<file path="src/hw/plmc_regs.vh">
/*
 * Constants of the link-mode configuration block: management register
 * indices, field positions, reset values and strap level codes.
 * Assumes the includer runs on one clock and decodes word addresses.
 */
// Overview of operation
// - Outer speed strap, config strap B low: advertise all four abilities, ignore duplex pin.
// - Outer speed strap, B high: 10 Mbps only; 10 full duplex follows duplex pin.
// - Inner speed strap, B low: 100 Mbps only; 100 full duplex follows duplex pin.
// - Inner speed strap, B high: 10 and 100 half; both full bits follow pin.
// - After reset negotiate with parallel detection, sending pulse bursts to negotiating partners.
// - Partner not negotiating: link pulses pick 10 Mbps, idle symbols pick 100 Mbps.
// - Parallel detection always gives half duplex; full only by later register write.
// - With negotiation on, speed and duplex come from exchanged capability pages.
// - Forced mode sets speed and duplex directly, with no negotiation.
// - MAC-side interface speed follows the resolved line speed automatically.
// - Registers live at indices 0 to 6 and 16 to 20, sixteen bits each.
// - 100 Mbps twisted pair uses continuous scrambled MLT-3 stream with idle fill.
// - 10 Mbps uses Manchester, idle line between frames, periodic link pulses.
// - Twisted pair off in power-down, fiber mode or transmit disconnect; tri-stated, unbiased.
// - Fiber uses continuous NRZI stream, no scrambling and no MLT-3.
// - Fiber runs forced only, never negotiates, and never runs at 10 Mbps.
// - On fiber, invalid line conditions seen by attachment logic tear the link down.
// - Fiber off in power-down or when twisted pair enabled; outputs driven low.
// - Driver strength bit: zero gives full strength, one gives reduced strength.
// - Negotiation off: config strap A high selects 100 Mbps, low selects 10.
// - Negotiation on: rising edge on config strap A restarts negotiation.
// - Management disable low: straps set initial values; high: straps control continuously; the code loads negotiation enable and fiber mode at reset only.
`ifndef PLMC_REGS_VH
`define PLMC_REGS_VH

// Register indices; byte address is four times the index
`define PLMC_IDX_CTRL 5'h00
`define PLMC_IDX_STAT 5'h01
`define PLMC_IDX_ID_HI 5'h02
`define PLMC_IDX_ID_LO 5'h03
`define PLMC_IDX_ADV 5'h04
`define PLMC_IDX_LPA 5'h05
`define PLMC_IDX_EXP 5'h06
`define PLMC_IDX_MIRROR 5'h10
`define PLMC_IDX_CFG 5'h11
`define PLMC_IDX_RSVD 5'h12
`define PLMC_IDX_MODE 5'h13
`define PLMC_IDX_CHIP 5'h14

// Control register fields
`define PLMC_CTRL_SPEED 13
`define PLMC_CTRL_AN_EN 12
`define PLMC_CTRL_PDOWN 11
`define PLMC_CTRL_AN_RST 9
`define PLMC_CTRL_DUPLEX 8

// Advertisement fields
`define PLMC_ADV_10HD 5
`define PLMC_ADV_10FD 6
`define PLMC_ADV_100HD 7
`define PLMC_ADV_100FD 8
`define PLMC_ADV_SELECTOR 16'h0001

// Fixed status abilities, link and completion bit positions
`define PLMC_STAT_ABIL 16'h7809
`define PLMC_STAT_AN_DONE 5
`define PLMC_STAT_LINK 2

// Expansion fields
`define PLMC_EXP_LP_AN 0
`define PLMC_EXP_PD 4

// Configuration register: driver strength
`define PLMC_CFG_DRV_LOW 3

// Mode register fields
`define PLMC_MODE_LT_DIS 8
`define PLMC_MODE_SCR_BYP 3
`define PLMC_MODE_FX 2
`define PLMC_MODE_TX_DISC 0

// Chip status fields
`define PLMC_CHIP_LINK 13
`define PLMC_CHIP_FULL 12
`define PLMC_CHIP_100 11
`define PLMC_CHIP_AN_DONE 9

// Identity words; values are arbitrary
`define PLMC_ID_HI_VAL 16'h1234
`define PLMC_ID_LO_VAL 16'h5670

// Two-bit level codes of the four-level straps
`define PLMC_LVL_HIGH 2'h0
`define PLMC_LVL_MID_HIGH 2'h1
`define PLMC_LVL_MID_LOW 2'h2
`define PLMC_LVL_GROUND 2'h3

`endif

</file>
<file path="src/hw/plmc_link_cfg.v">
/*
 * Configuration and line-interface selection of a 10/100 transceiver:
 * strap decoding, negotiation / parallel detection / forced resolution,
 * twisted-pair and fiber enables, and the management register set
 * behind a classic Wishbone slave.
 * Assumes straps and line detector inputs are synchronous to clk_i and
 * that line detectors in the analog and coding paths report events here.
 */
`timescale 1ns/100ps
`include "plmc_regs.vh"

module plmc_link_cfg (
    // Clock and reset
    input wire clk_i,
    input wire reset_i,
    // Wishbone slave
    input wire wb_cyc_i,
    input wire wb_stb_i,
    input wire wb_we_i,
    input wire [31:0] wb_adr_i,
    input wire [3:0] wb_sel_i,
    input wire [31:0] wb_dat_i,
    output wire [31:0] wb_dat_o,
    output wire wb_ack_o,
    // Strap pins
    input wire [1:0] speed_advert_strap_i,
    input wire [1:0] an_enable_strap_i,
    input wire config_strap_a_i,
    input wire config_strap_b_i,
    input wire full_duplex_pin_i,
    input wire mgmt_disable_pin_i,
    // Line detectors
    input wire lp_page_valid_i,
    input wire [15:0] lp_page_i,
    input wire nlp_detect_i,
    input wire idle_detect_i,
    input wire link_invalid_i,
    // Line interface controls
    output wire tp_enable_o,
    output wire tp_tx_oe_o,
    output wire tp_bias_o,
    output wire fx_enable_o,
    output wire fx_drive_low_o,
    output wire code_mlt3_o,
    output wire code_scramble_o,
    output wire code_manchester_o,
    output wire code_nrzi_o,
    output wire idle_fill_o,
    output wire link_pulse_en_o,
    output wire flp_tx_en_o,
    // MAC-side status and drive
    output wire mii_speed_100_o,
    output wire mii_full_duplex_o,
    output wire mii_drive_reduced_o,
    output wire link_up_o
);

    // One-hot link states
    localparam [4:0] ST_OFF = 5'h01;
    localparam [4:0] ST_NEG = 5'h02;
    localparam [4:0] ST_LINK_AN = 5'h04;
    localparam [4:0] ST_LINK_PD = 5'h08;
    localparam [4:0] ST_FORCED = 5'h10;

    // Register storage
    reg [15:0] ctrl_q;
    reg [15:0] adv_q;
    reg [15:0] lpa_q;
    reg [15:0] mirror_q;
    reg [15:0] cfg_q;
    reg [15:0] mode_q;
    reg lp_an_q;
    reg pd_used_q;

    // Link resolution state
    reg [4:0] state_q;
    reg [4:0] state_d;
    reg speed_100_q;
    reg speed_100_d;
    reg full_q;
    reg full_d;
    reg link_q;
    reg link_d;

    // Bus and strap tracking
    reg ack_q;
    reg [15:0] rdat_q;
    reg init_q;
    reg cfg_a_q;

    wire req = wb_cyc_i & wb_stb_i;
    wire [4:0] idx = wb_adr_i[6:2];
    wire in_range = (wb_adr_i[31:7] == 25'h0000000);
    // Writes land on the edge that sees ack high, where the master takes the answer
    wire wr_now = req & wb_we_i & ack_q & in_range;
    wire [15:0] wmask = {{8{wb_sel_i[1]}}, {8{wb_sel_i[0]}}};

    // Strap lookups, purely combinational on the level code
    wire spd_outer = (speed_advert_strap_i == `PLMC_LVL_HIGH) |
                     (speed_advert_strap_i == `PLMC_LVL_GROUND);
    wire an_strap = (an_enable_strap_i == `PLMC_LVL_MID_HIGH) |
                    (an_enable_strap_i == `PLMC_LVL_MID_LOW);
    reg [3:0] strap_adv;

    // Advertisement bits 8..5 from speed strap, strap B and duplex pin
    always @* begin
        if (spd_outer && !config_strap_b_i) begin
            strap_adv = 4'hf;
        end else if (spd_outer) begin
            strap_adv = {1'b0, 1'b0, full_duplex_pin_i, 1'b1};
        end else if (!config_strap_b_i) begin
            strap_adv = {full_duplex_pin_i, 1'b1, 1'b0, 1'b0};
        end else begin
            strap_adv = {full_duplex_pin_i, 1'b1, full_duplex_pin_i, 1'b1};
        end
    end

    // Derived mode controls
    // Power-down overrides every other mode bit
    wire pdown = ctrl_q[`PLMC_CTRL_PDOWN];
    wire fx_sel = mode_q[`PLMC_MODE_FX];
    wire an_on = ctrl_q[`PLMC_CTRL_AN_EN] & ~fx_sel;
    wire tp_en = ~pdown & ~fx_sel & ~mode_q[`PLMC_MODE_TX_DISC];
    wire fx_en = ~pdown & fx_sel;
    wire restart_strap = an_on & config_strap_a_i & ~cfg_a_q;
    wire ctrl_wr = wr_now & (idx == `PLMC_IDX_CTRL);
    wire restart_wr = ctrl_wr & wb_sel_i[1] & wb_dat_i[`PLMC_CTRL_AN_RST];
    wire restart = restart_strap | restart_wr | ctrl_q[`PLMC_CTRL_AN_RST];

    // Highest common ability from both pages
    // An empty common set keeps negotiating rather than guessing a mode
    wire [3:0] common = adv_q[8:5] & lp_page_i[8:5];

    // Line state resolution
    // Parallel detection only counts while no pages arrive, so a
    // negotiating partner is never mistaken for a legacy one
    always @* begin
        state_d = state_q;
        speed_100_d = speed_100_q;
        full_d = full_q;
        link_d = link_q;
        case (state_q)
            ST_OFF: begin
                link_d = 1'b0;
                // Wait for the strap load, so the first choice between
                // negotiation and forced mode sees the strapped enable
                if (!pdown && !init_q) begin
                    state_d = an_on ? ST_NEG : ST_FORCED;
                end
            end
            ST_NEG: begin
                link_d = 1'b0;
                if (lp_page_valid_i && common != 4'h0) begin
                    state_d = ST_LINK_AN;
                    link_d = 1'b1;
                    speed_100_d = common[3] | common[2];
                    full_d = common[3] | (~common[2] & common[1]);
                end else if (!lp_page_valid_i && idle_detect_i) begin
                    state_d = ST_LINK_PD;
                    link_d = 1'b1;
                    speed_100_d = 1'b1;
                    full_d = 1'b0;
                end else if (!lp_page_valid_i && nlp_detect_i) begin
                    state_d = ST_LINK_PD;
                    link_d = 1'b1;
                    speed_100_d = 1'b0;
                    full_d = 1'b0;
                end
            end
            ST_LINK_AN, ST_LINK_PD: begin
                if (link_invalid_i || restart) begin
                    state_d = ST_NEG;
                    link_d = 1'b0;
                end else if (state_q == ST_LINK_PD && ctrl_wr && wb_sel_i[1]) begin
                    full_d = wb_dat_i[`PLMC_CTRL_DUPLEX];
                end
            end
            ST_FORCED: begin
                // Speed and duplex from the control bits; fiber selection forces 100 Mbps
                speed_100_d = ctrl_q[`PLMC_CTRL_SPEED] | fx_sel;
                full_d = ctrl_q[`PLMC_CTRL_DUPLEX];
                // Fiber lacks signal detect, so the attachment logic decides
                link_d = ~link_invalid_i &
                         (speed_100_d ? idle_detect_i : nlp_detect_i);
            end
            default: begin
                state_d = ST_OFF;
                link_d = 1'b0;
            end
        endcase
        // Mode changes override whatever the state decided
        if (pdown) begin
            state_d = ST_OFF;
            link_d = 1'b0;
        end else if (state_q != ST_OFF && !an_on && state_q != ST_FORCED) begin
            state_d = ST_FORCED;
            link_d = 1'b0;
        end else if (an_on && (state_q == ST_FORCED || restart)) begin
            state_d = ST_NEG;
            link_d = 1'b0;
        end
    end

    // State and resolved line parameters
    // Strap A history resets low but reloads from the pin on the first
    // edge, while negotiation is still off, so no false restart follows
    always @(posedge clk_i) begin
        if (reset_i) begin
            state_q <= ST_OFF;
            speed_100_q <= 1'b0;
            full_q <= 1'b0;
            link_q <= 1'b0;
            cfg_a_q <= 1'b0;
        end else begin
            state_q <= state_d;
            speed_100_q <= speed_100_d;
            full_q <= full_d;
            link_q <= link_d;
            cfg_a_q <= config_strap_a_i;
        end
    end

    // Wishbone handshake; read data sampled as ack rises
    // Ack only every other cycle, so a request still held after
    // its ack is not taken twice
    always @(posedge clk_i) begin
        if (reset_i) begin
            ack_q <= 1'b0;
            rdat_q <= 16'h0000;
        end else begin
            ack_q <= req & ~ack_q;
            if (req && !ack_q) begin
                rdat_q <= in_range ? rd_mux(idx) : 16'h0000;
            end
        end
    end

    // Read multiplexer; unmapped indices read zero
    function [15:0] rd_mux;
        input [4:0] i;
        begin
            case (i)
                `PLMC_IDX_CTRL: rd_mux = ctrl_q;
                `PLMC_IDX_STAT: begin
                    rd_mux = `PLMC_STAT_ABIL;
                    rd_mux[`PLMC_STAT_AN_DONE] = (state_q == ST_LINK_AN);
                    rd_mux[`PLMC_STAT_LINK] = link_q;
                end
                `PLMC_IDX_ID_HI: rd_mux = `PLMC_ID_HI_VAL;
                `PLMC_IDX_ID_LO: rd_mux = `PLMC_ID_LO_VAL;
                `PLMC_IDX_ADV: rd_mux = adv_q;
                `PLMC_IDX_LPA: rd_mux = lpa_q;
                `PLMC_IDX_EXP: rd_mux = {11'h000, pd_used_q, 3'h0, lp_an_q};
                `PLMC_IDX_MIRROR: rd_mux = mirror_q;
                `PLMC_IDX_CFG: rd_mux = cfg_q;
                `PLMC_IDX_RSVD: rd_mux = 16'h0000;
                `PLMC_IDX_MODE: rd_mux = mode_q;
                `PLMC_IDX_CHIP: begin
                    rd_mux = 16'h0000;
                    rd_mux[`PLMC_CHIP_LINK] = link_q;
                    rd_mux[`PLMC_CHIP_FULL] = full_q;
                    rd_mux[`PLMC_CHIP_100] = speed_100_q;
                    rd_mux[`PLMC_CHIP_AN_DONE] = (state_q == ST_LINK_AN);
                end
                default: rd_mux = 16'h0000;
            endcase
        end
    endfunction

    // Register writes, strap loading and hardware-set bits.
    // Straps load once after reset release, then only while management
    // is disabled, so software settings survive in the normal case.
    always @(posedge clk_i) begin
        if (reset_i) begin
            ctrl_q <= 16'h0000;
            adv_q <= `PLMC_ADV_SELECTOR;
            lpa_q <= 16'h0000;
            mirror_q <= 16'h0000;
            cfg_q <= 16'h0000;
            mode_q <= 16'h0000;
            lp_an_q <= 1'b0;
            pd_used_q <= 1'b0;
            init_q <= 1'b1;
        end else begin
            init_q <= 1'b0;
            if (wr_now) begin
                case (idx)
                    `PLMC_IDX_CTRL: ctrl_q <= (ctrl_q & ~wmask) | (wb_dat_i[15:0] & wmask);
                    `PLMC_IDX_ADV: adv_q <= (adv_q & ~wmask) | (wb_dat_i[15:0] & wmask);
                    `PLMC_IDX_MIRROR: mirror_q <= (mirror_q & ~wmask) |
                                                 (wb_dat_i[15:0] & wmask);
                    `PLMC_IDX_CFG: cfg_q <= (cfg_q & ~wmask) | (wb_dat_i[15:0] & wmask);
                    `PLMC_IDX_MODE: mode_q <= (mode_q & ~wmask) | (wb_dat_i[15:0] & wmask);
                    default: begin
                        // Read-only and unmapped indices drop the write
                    end
                endcase
            end
            // Restart bit clears once negotiation has been re-entered
            if (ctrl_q[`PLMC_CTRL_AN_RST] && state_q == ST_NEG && !restart_wr) begin
                ctrl_q[`PLMC_CTRL_AN_RST] <= 1'b0;
            end
            // A strap edge sets the restart bit; the set beats a clear
            if (restart_strap) begin
                ctrl_q[`PLMC_CTRL_AN_RST] <= 1'b1;
            end
            if (init_q || mgmt_disable_pin_i) begin
                adv_q[8:5] <= strap_adv;
                mode_q[`PLMC_MODE_LT_DIS] <= config_strap_b_i;
                if (!an_on) begin
                    ctrl_q[`PLMC_CTRL_SPEED] <= config_strap_a_i;
                end
            end
            if (init_q) begin
                // Strap-only initial values
                ctrl_q[`PLMC_CTRL_AN_EN] <= an_strap;
                ctrl_q[`PLMC_CTRL_SPEED] <= an_strap ? 1'b1 : config_strap_a_i;
                mode_q[`PLMC_MODE_FX] <= ~an_strap & ~spd_outer;
            end
            // Partner page and how the link was reached
            if (state_q == ST_NEG && lp_page_valid_i) begin
                lpa_q <= lp_page_i;
                lp_an_q <= 1'b1;
            end
            if (state_q == ST_NEG && state_d == ST_LINK_PD) begin
                pd_used_q <= 1'b1;
                lp_an_q <= 1'b0;
            end else if (state_d == ST_LINK_AN) begin
                pd_used_q <= 1'b0;
            end
            // Keep the control register showing the resolved line state; a
            // software write in the same cycle wins, and a forced link keeps
            // what software or the straps put there
            if ((state_d == ST_LINK_AN || state_d == ST_LINK_PD) && !ctrl_wr) begin
                ctrl_q[`PLMC_CTRL_SPEED] <= speed_100_d;
                ctrl_q[`PLMC_CTRL_DUPLEX] <= full_d;
            end
        end
    end

    // Bus outputs
    assign wb_ack_o = ack_q;
    assign wb_dat_o = {16'h0000, rdat_q};

    // Line interface enables
    // Fiber selection wins, so the two interfaces are never on together
    assign tp_enable_o = tp_en;
    assign tp_tx_oe_o = tp_en;
    assign tp_bias_o = tp_en;
    assign fx_enable_o = fx_en;
    assign fx_drive_low_o = ~fx_en;

    // Coding selection for the transmit and receive paths
    assign code_mlt3_o = tp_en & speed_100_q;
    assign code_scramble_o = tp_en & speed_100_q & ~mode_q[`PLMC_MODE_SCR_BYP];
    assign code_manchester_o = tp_en & ~speed_100_q;
    // Forced 10 Mbps pulses even without link, so a silent partner
    // can still detect us and bring the link up
    assign link_pulse_en_o = tp_en & ~speed_100_q & (state_q == ST_FORCED | link_q);
    assign code_nrzi_o = fx_en;
    assign idle_fill_o = (tp_en & speed_100_q) | fx_en;
    assign flp_tx_en_o = tp_en & (state_q == ST_NEG);

    // MAC-side interface follows the resolved line; drive strength comes from the configuration register
    assign mii_speed_100_o = speed_100_q;
    assign mii_full_duplex_o = full_q;
    assign mii_drive_reduced_o = cfg_q[`PLMC_CFG_DRV_LOW];
    assign link_up_o = link_q;

endmodule

</file>
<file path="config.mk">
export PLATFORM = sky130hd
export DESIGN_NAME = plmc_link_cfg
export DESIGN_NICKNAME = d
export VERILOG_FILES = /design/src/hw/plmc_link_cfg.v
export VERILOG_INCLUDE_DIRS = /design/src /design/src/hw
export SDC_FILE = /design/constraint.sdc
export NUM_CORES = 1
export LEC_CHECK = 0
export ABC_AREA = 1
export BUFFER_PORTS_ARGS = -buffer_cell sky130_fd_sc_hd__buf_2
export CORE_MARGIN = 2
export CORE_UTILIZATION = 55
export DETAILED_ROUTE_END_ITERATION = 10
export GPL_TIMING_DRIVEN = 0
export PLACE_DENSITY = 0.78
export SYNTH_ARGS = -nofsm -noshare
export SYNTH_HDL_FRONTEND = slang
export SYNTH_SLANG_ARGS = --single-unit
</file>
<file path="constraint.sdc">
create_clock -name clk_i -period 4.95 [get_ports clk_i]
set_clock_uncertainty 0.1 [all_clocks]
set_input_delay 0.2475 -clock clk_i [delete_from_list [all_inputs] [get_ports clk_i]]
set_output_delay 0.2475 -clock clk_i [all_outputs]
set_load 0.01 [all_outputs]
</file>
# Yosys cells after proc, flatten, opt, wreduce, memory -nomap -nowiden
# Cells that the tools add are included.
# op_classes
n_eq_ne	23
n_mux	51
bitwise_logic	56
n_reduce_logical	57
# op_table
operator	n
16-bit case mux with 11 select lines	1
16-bit bitwise AND	6
16-bit OR	5
5-bit 2-to-1 mux	9
9-bit 2-to-1 mux	4
14-bit 2-to-1 mux	2
5-bit by 3-bit equality test with 1-bit output, second input constant	5
5-bit equality test, second input constant	5
25-bit logical NOT	1
1-bit 2-to-1 mux	25
1-bit bitwise AND	22
2-bit AND reduction	11
5-bit case mux with 4 select lines	1
2-bit nonzero test	9
1-bit logical AND	16
16-bit 2-to-1 mux	1
16-bit NOT	1
5-bit by 2-bit equality test with 1-bit output, second input constant	3
4-bit 2-to-1 mux	3
1-bit NOT	12
5-bit by 1-bit equality test with 1-bit output, second input constant	2
5-bit by 4-bit equality test with 1-bit output, second input constant	2
1-bit OR	9
1-bit logical NOT	8
16 further kinds	24
# totals
reg_bits	125
input_bits	101
output_inout_bits	49

# Longest topological paths before layout
# Gate-level depths: netlist (run 1).
# depth
ltp_word	20
ltp_mapped	15
ltp_nobuf	15

# Least setup slack after synthesis (run 1)
# OpenSTA, ideal clock, no wires.
# synth_path
kind	input-to-reg
startpoint	input wb_adr_i[25]
endpoint	register ctrl_q[13]
t_arrival_ns	1.549
required_ns	4.735
slack_ns	3.186
stages	13
n_path_buf	0
cell_sequence	or2_1 > nor2_2 > nand2_2 > nor2_8 > nand2_8 > nor2_8 > nand2_2 > nand2_1 > nand3_1 > o211ai_2 > nand2_1 > a21oi_1 > nor2_1
# synth_via
elab_chain_len	17
# synth_lines
element	line	rtl
from (decl)	plmc_link_cfg.v:20	input wire [31:0] wb_adr_i,
25-bit logical NOT *	plmc_link_cfg.v:93	wire in_range = (wb_adr_i[31:7] == 25'h0000000);
1-bit bitwise AND *	plmc_link_cfg.v:95	wire wr_now = req & wb_we_i & ack_q & in_range;
1-bit bitwise AND	plmc_link_cfg.v:126	wire ctrl_wr = wr_now & (idx == `PLMC_IDX_CTRL);
1-bit bitwise AND (2 in a row)	plmc_link_cfg.v:127	wire restart_wr = ctrl_wr & wb_sel_i[1] & wb_dat_i[`PLMC_CTRL_AN_RST];
1-bit OR (2 in a row)	plmc_link_cfg.v:128	wire restart = restart_strap | restart_wr | ctrl_q[`PLMC_CTRL_AN_RST];
1-bit logical OR	plmc_link_cfg.v:171	if (link_invalid_i || restart) begin
5-bit 2-to-1 mux	plmc_link_cfg.v:171	
5-bit case mux with 4 select lines	plmc_link_cfg.v:142	case (state_q)
5-bit 2-to-1 mux	plmc_link_cfg.v:198	end else if (an_on && (state_q == ST_FORCED || restart)) begin
5-bit 2-to-1 mux	plmc_link_cfg.v:195	end else if (state_q != ST_OFF && !an_on && state_q != ST_FORCED) begin
5-bit 2-to-1 mux	plmc_link_cfg.v:192	if (pdown) begin
5-bit by 3-bit equality test with 1-bit output or 5-bit by 4-bit equality test with 1-bit output (tied branches)	plmc_link_cfg.v:334	if ((state_d == ST_LINK_AN || state_d == ST_LINK_PD) && !ctrl_wr) begin
1-bit logical OR	plmc_link_cfg.v:334	
1-bit logical AND	plmc_link_cfg.v:334	
1-bit 2-to-1 mux *	plmc_link_cfg.v:334	
to (signal, indexed assignment)	plmc_link_cfg.v:317	ctrl_q[`PLMC_CTRL_SPEED] <= an_strap ? 1'b1 : config_strap_a_i;
to (signal, indexed assignment)	plmc_link_cfg.v:335	ctrl_q[`PLMC_CTRL_SPEED] <= speed_100_d;
to (signal, indexed assignment)	plmc_link_cfg.v:336	ctrl_q[`PLMC_CTRL_DUPLEX] <= full_d;
to (decl)	plmc_link_cfg.v:66	reg [15:0] ctrl_q;
# Every way passes the cells marked *; elsewhere a longest branch is shown, timed or not. The select of a mux whose other input is x is not followed.
# A chain may end at the register's enable or synchronous reset.

==> results of run 1 <==
-- metal layers --
metal | routed length, um | part of all wire [%]
met5 | 0 | 0
met4 | 1010 | 4.8
met3 | 2130 | 10
met2 | 9460 | 45
met1 | 8230 | 40
-- placed cells by master (no fill, tap or decap), drive strengths merged, types with 16 or more instances in the layout --
cell type,n
dlygate4sd3,39
nand3,51
clkbuf,41
dfxtp,125
nand2,153
nor2,77
a21oi,117
inv,101
o21ai,79
conb,16
buf,145
-- synthesized netlist by cell type, types with 13 or more instances --
library cell | count | share of area, %
inv_1 | 88 | 5.4
dfxtp_1 | 125 | 41
nand2_1 | 145 | 8.9
clkbuf_1 | 20 | 1.2
a21oi_1 | 116 | 9.5
a221oi_1 | 14 | 2.0
nand3_1 | 45 | 3.7
o21ai_0 | 74 | 6.0
buf_4 | 21 | 2.6
nor2_1 | 65 | 4.0
o22ai_1 | 14 | 1.4
inv_2 | 13 | 0.80
-- metrics by stage --
step / cell area [um^2] / hold WS (ps) / total power [mW] / std cells / util [%]
after detailed placement: 6930 / 317 / 1.35 / 1109 / 63.9
after global routing: 7960 / 114 / 2.81 / 1180 / 73.5
after global placement: 6930 / 317 / 1.34 / 1109 / 63.9
after CTS: 7960 / 73.5 / 2.71 / 1180 / 73.5
final: 7960 / 85.0 / 2.72 / 1180 / 73.5
after floorplan: 6190 / 175 / 1.24 / 857 / -
-- logic make-up (layout without fill, tap and decap cells) --
family | Yosys count | in the layout | share of synthesized area (%)
buf+inv | 155 | 338 | 11.2
other cells | 1 | 16 | 0.0611
mux | 2 | 2 | 0.326
simple gates | 298 | 298 | 23.0
flops | 125 | 125 | 40.8
compound gates | 259 | 259 | 24.3
xor+xnor | 2 | 2 | 0.286
-- repair_timing --
action / CTS / global route
gates resized for setup: 0 / 0
setup buffers: 0 / 0
endpoints found under the setup margin: 0 / 0
hold buffers: 39 / 0
hold endpoints to repair: 88 / 0
-- worst min path at each step --
stage	from	end	cells past startpoint
floorplan	reset_i	init_q$_DFF_P_	0
global placement	reset_i	init_q$_DFF_P_	1
detailed placement	reset_i	init_q$_DFF_P_	1
CTS	link_invalid_i	link_up_o$_SDFFE_PP0P_	4
global route	link_invalid_i	link_up_o$_SDFFE_PP0P_	4
finish	link_invalid_i	link_up_o$_SDFFE_PP0P_	4
-- worst min-delay path, delay by kind of cell --
family	cells	cell delay [ps]
compound gates	2	270
buf+inv	1	90
simple gates	1	50
-- final cells by class --
cell class | instances | share of cell area, %
Sequential cell | 125 | 31.4
Buffer | 53 | 3.74
Tap cell | 140 | 2.20
Clock buffer | 21 | 5.77
Multi-Input combinational cell | 577 | 37.7
Clock inverter | 11 | 2.36
Timing Repair Buffer | 151 | 11.9
Inverter | 102 | 4.87
-- power by group --
| group | switching (mW) | total (mW) | internal [mW] |
|---|---|---|---|
| clock | 0.457 | 1.36 | 0.907 |
| combinational | 0.197 | 0.318 | 0.121 |
| sequential | 0.0177 | 1.04 | 1.03 |
==> summary.txt, run 1 <==
Outcome
  – Status: finished, final reports clean

Final layout
  – N_diodes: 0
  – Fin nets: 1128
  – Area of the multi-input gates: 0.00300 mm^2
  – Filler Cell Count: between 800 and 900
  – FF+latch area: between 0.002 and 0.003 mm^2
  – Share of cells above drive strength 1: between 20 and 25%
  – Area grow syn2layout: 29.8%

Logic synthesis
  – Yosys warns: 0
  – Post-synth EDFFs: 0
  – Top FF cell, synth: dfxtp_1
  – Seq cells post-synth: 125
  – Fraction of registers with async set/reset: 0%
  – Avg Cell Area, Syn: 7.28 um^2
  – Sequential share of the synthesized area: 40.8%
  – Distinct cell type count after synthesis: 51
  – Synthesized instance count: 842
  – Cell area after synthesis: ~0.006 mm^2

Critical path
  – CP peak stage delay: around 480 ps
  – CP endpoint kind: output pin
  – Crit path capture: link_pulse_en_o
  – Crit Path Class: reg -> out
  – Worst setup SP type: register
  – Worst r2r src: state_q[2]$_SDFF_PP0_
  – Critical path data arrival time: 1920 ps
  – Reg-to-Reg End: lpa_q[7]$_SDFFE_PP0P_
  – CP max-delay cell: nor3_1
  – R2R depth: 7
  – Worst path cell trace: nor3_1 > inv_1 > nor2_1 > o21a_1 > buf_2
  – Reg2Reg Setup Slack: approximately 2800 ps
  – Largest delay share family, worst path: simple AND/OR/NAND/NOR gates
  – Worst EP required: approximately 4600 ps
  – Worst Path Max Fanout: 7
  – Worst Path Buf+Inv: 2
  – WP depth: 5

STA
  – Relative slew slack: 55.0%
  – Number of max-slew violations in the final report: 0
  – Setup TNS: 0 ps
  – Fmax: 0.440 GHz
  – # setup viols final: 0
  – Worst-Margin Slew: around 680 ps
  – Final setup margin: around 2700 ps
  – Final-report hold violation count: 0
  – Tcrit/Tclk final: a little under half
  – Tmin final: ~2300 ps
  – RSZ-0062 raised after global routing: false

Power
  – PwrDens: roughly 340 mW/mm^2
  – Leak pwr: 3.29 nW
  – Peak supply drop: 0.320 mV

CTS
  – CTS Buf Count: 17
  – CTS clk-pin slew, worst paths: roughly 60 ps
  – Clock root cell: clkbuf_8
  – # clock sinks: between 100 and 150
  – Worst skew pair latency: ~530 ps
  – TritonCTS clock tree: built
  – H-tree depth: 4
  – Longest Clk Path Bufs: 2

Hold path
  – Worst hold path class: in -> reg

GRT
  – First-pass GRT wire length: between 30 and 40 mm
  – GRT Total Usage: 35.7%
  – Initial antenna violation count: 0
  – Met2 GRT Util: 55.3%
  – Vias in the first global route: 6089
  – Largest net degree at the start of global routing: 17
  – GR Layer Usage met1: a little under half
  – Overflow after GRT: 0
  – GRT met3 Usage: 9.72%
  – GR peak layer: met2

Placement
  – Setup WS pre-CTS: ~2700 ps
  – Routability cong.: approximately 1
  – Post-DP HPWL: between 10 and 15 mm
  – I/O Buffers: about 110

Die
  – Full die area: between 0.01 and 0.015 mm^2
  – Row cnt: 38
  – Core area: around 0.011 mm^2
  – Die X: between 100 and 150 um
  – Die H: 110 um
  – Starting density of the core: 56.6%
  – I/O pin count: 150

Route
  – Drc violations: 0
  – Routed len/inst: between 15 and 20 um
  – Final wirelength: approximately 21 mm
  – Drt pass-1 iters: 7
  – Detailed-route vias per instance: between 5 and 6
  – 1st-iter DRT viols: ~650
  – Vias: between 6000 and 7000
  – ANT nets after route: 0

Job
  – # Max-Cap Violations: 0
No activity file was read; power rests on OpenSTA's default activity.
==> run 2: changes to the inputs <==
- CORE_UTILIZATION: 55 -> 49
- PLACE_DENSITY: 0.78 -> 0.73
- clock period: 4.95 -> 2.05 ns (I/O delays scaled with it)
==> run 2 against run 1 <==
Against the previous run:
- combinational power rose to 2.6 times the previous value
- non-clock buffer count up 2
- critical path type is now in -> reg
- cell area increased by 1.1%
- sequential cell count stayed put
- critical endpoint is now ctrl_q[8]$_SDFFE_PP0P_
==> summary.txt, run 2 (synthesized netlist as in run 1, its figures left out) <==
STA
  – Final-report hold violation count: 0 (unchanged)
  – Fmax: between 0.5 and 0.6 GHz
  – Relative slew slack: 51.4% (-3.6 points)
  – Tmin final: ~2000 ps
  – Worst-Margin Slew: 729 ps (+53.8 ps)
  – Number of max-slew violations in the final report: 0 (unchanged)
  – # setup viols final: 0 (unchanged)
  – Tcrit/Tclk final: a little over nine tenths

Die
  – Die X: 116 um (+5.7%)
  – Core area: 0.0121 mm^2 (+12%)
  – Starting density of the core: 50.6% (-5.9 points)
  – I/O pin count: 150 (unchanged)
  – Die H: 116 um (+5.7%)
  – Full die area: 0.0134 mm^2 (+12%)
  – Row cnt: 40 (+5.3%)

GRT
  – Largest net degree at the start of global routing: 17 (unchanged)
  – Initial antenna violation count: 0 (unchanged)
  – First-pass GRT wire length: 32.5 mm (+1.9%)
  – GRT Total Usage: 32.2% (-3.4 points)
  – Overflow after GRT: 0 (unchanged)
  – Vias in the first global route: 6115 (+0.43%)

Critical path
  – CP endpoint kind: register
  – Worst EP required: 2330 ps (-2270 ps)
  – Worst r2r src: adv_q[6]$_SDFFE_PP0P_
  – Crit path from: lp_page_i[5]
  – Reg2Reg Setup Slack: 100 ps (-2670 ps)
  – Critical path data arrival time: 2230 ps (+310 ps)
  – Worst Path Max Fanout: 4 (-3)
  – Largest delay share family, worst path: compound AO/OA/AOI/OAI gates
  – Reg-to-Reg End: ctrl_q[8]$_SDFFE_PP0P_
  – CP max-delay cell: dlygate4sd3_1
  – CP peak stage delay: 530 ps (+50 ps)
  – Worst path cell trace: dlygate4sd3_1 > buf_2 > a22o_1 > o21ai_0 > nand3_1 > o21ai_0 > nor2_1 > nand3_1 > nand2_1 > inv_2 > nand3_2 > nand2_1
  – Crit Path Class: in -> reg
  – Worst setup SP type: input pin
  – R2R depth: 10 (+3)
  – Worst Path Buf+Inv: 3 (+1)

Power
  – Leak pwr: 3.30 nW (+0.28%)
  – PwrDens: 806 mW/mm^2 (+140%)
  – Peak supply drop: 0.551 mV (+72%)
  – Power consumption: 6.49 mW (+140%)

Route
  – Final wirelength: 21.5 mm (+3.3%)
  – 1st-iter DRT viols: 848 (+31%)
  – Vias: 6756 (+0.37%)
  – Routed len/inst: 17.8 um (+0.77%)
  – ANT nets after route: 0 (unchanged)
  – Detailed-route vias per instance: 5.58 (-2.1%)
  – Drt pass-1 iters: 6 (-1)
  – Drc violations: 0 (unchanged)

Final layout
  – Most frequent cells in the layout: nand2_1 (141), dfxtp_1 (124), buf_2 (123)
  – Fin nets: 1130 (+0.18%)
  – Commonest non-fill, non-tap cell in the layout: nand2_1
  – Final Instance Count excl. Fillers: 1210 (+2.5%)
  – Filler Cell Count: 1105 (+23%)
  – N_diodes: 0 (unchanged)
  – Area grow syn2layout: 31.3%
  – Share of cells above drive strength 1: 22.7% (+1.2 points)

Job
  – # Max-Cap Violations: 0 (unchanged)

Placement
  – Routability cong.: 1.00 (+2.0%)
  – Cells after DPL: 1137 (+2.5%)
  – I/O Buffers: 112 (unchanged)
  – Post-DP HPWL: 15.1 mm (+2.2%)

CTS
  – Clock root cell: clkbuf_16
  – CTS Buf Count: 17 (unchanged)
  – Longest Clk Path Bufs: 2 (unchanged)
  – CTS clk-pin slew, worst paths: 60 ps (about the same)
  – Worst skew pair latency: 430 ps (-100 ps)
  – TritonCTS clock tree: built
  – # clock sinks: 125 (unchanged)
  – H-tree depth: 4 (unchanged)

Hold path
  – Hold Path Stages: 4 (unchanged)
  – HP Start: link_invalid_i
  – Worst hold path class: in -> reg
  – Endpoint, Worst Hold: link_up_o$_SDFFE_PP0P_

Outcome
  – Status: finished, final reports clean
==> run 2: power by group <==
| part | internal [mW] | switching [mW] |
|---|---|---|
| Clock | 2.07 | 1.07 |
| Combinational | 0.321 | 0.512 |
| Sequential | 2.48 | 0.0481 |
| Total | 4.86 | 1.63 |
==> run 2: cell type report <==
type	count	area [um^2]	share of cell area, %
multi-input combinational	577	3070	38.1
inverter	102	390	4.85
sequential	125	2500	31.1
buffer	53	302	3.74
clock inverter	6	105	1.31
timing repair buffer	153	966	12.0
tap	168	210	2.61
clock buffer	26	509	6.32
==> run 2: how the worst max path moves through the flow <==
stage / slack [ps] / cells past startpoint / end
after CTS: 20 / 7 / register
after global placement: -110 / 10 / rdat_q[10]$_SDFFE_PP0P_
after global routing: -9 / 11 / ctrl_q[13]$_SDFF_PP0_
final: 100 / 12 / ctrl_q[8]$_SDFFE_PP0P_
after floorplan: 310 / 9 / ctrl_q[13]$_SDFF_PP0_
after detailed placement: -110 / 10 / rdat_q[10]$_SDFFE_PP0P_
==> run 2: tightest hold or removal path: stages <==
cell	delay (ps)
buf_2	90
o311ai_0	120
a21oi_1	150
nor4_1	60
==> run 2: what timing repair did <==
action	CTS	global route
pin swaps	0	2
hold buffers	39	0
endpoints found under the setup margin	7	23
hold endpoints to repair	97	0
gates resized for setup	2	21
setup buffers	1	1
==> run 2: routing by layer <==
| metal | GRT usage, % | share of wire (%) |
|---|---|---|
| met3 | 6.96 | 9.8 |
| met5 | 0 | 0 |
| met1 | 42.5 | 40 |
| met2 | 50.1 | 45 |
| met4 | 16.2 | 4.9 |
==> run 2: per-stage QoR <==
stage          hold WS, ps  utilization (%)  worst slack (ps)  cell area [um^2]  setup TNS (ps)
2_1_floorplan         30.2                -               309              6190               0
3_3_place_gp           173             57.5              -108              6960            -321
3_5_place_dp           176             57.5              -108              6960            -255
4_1_cts               23.0             65.9              22.5              7980               0
5_1_grt               69.8             66.5             -9.21              8050           -9.63
6_report              37.1             66.5              98.5              8050               0
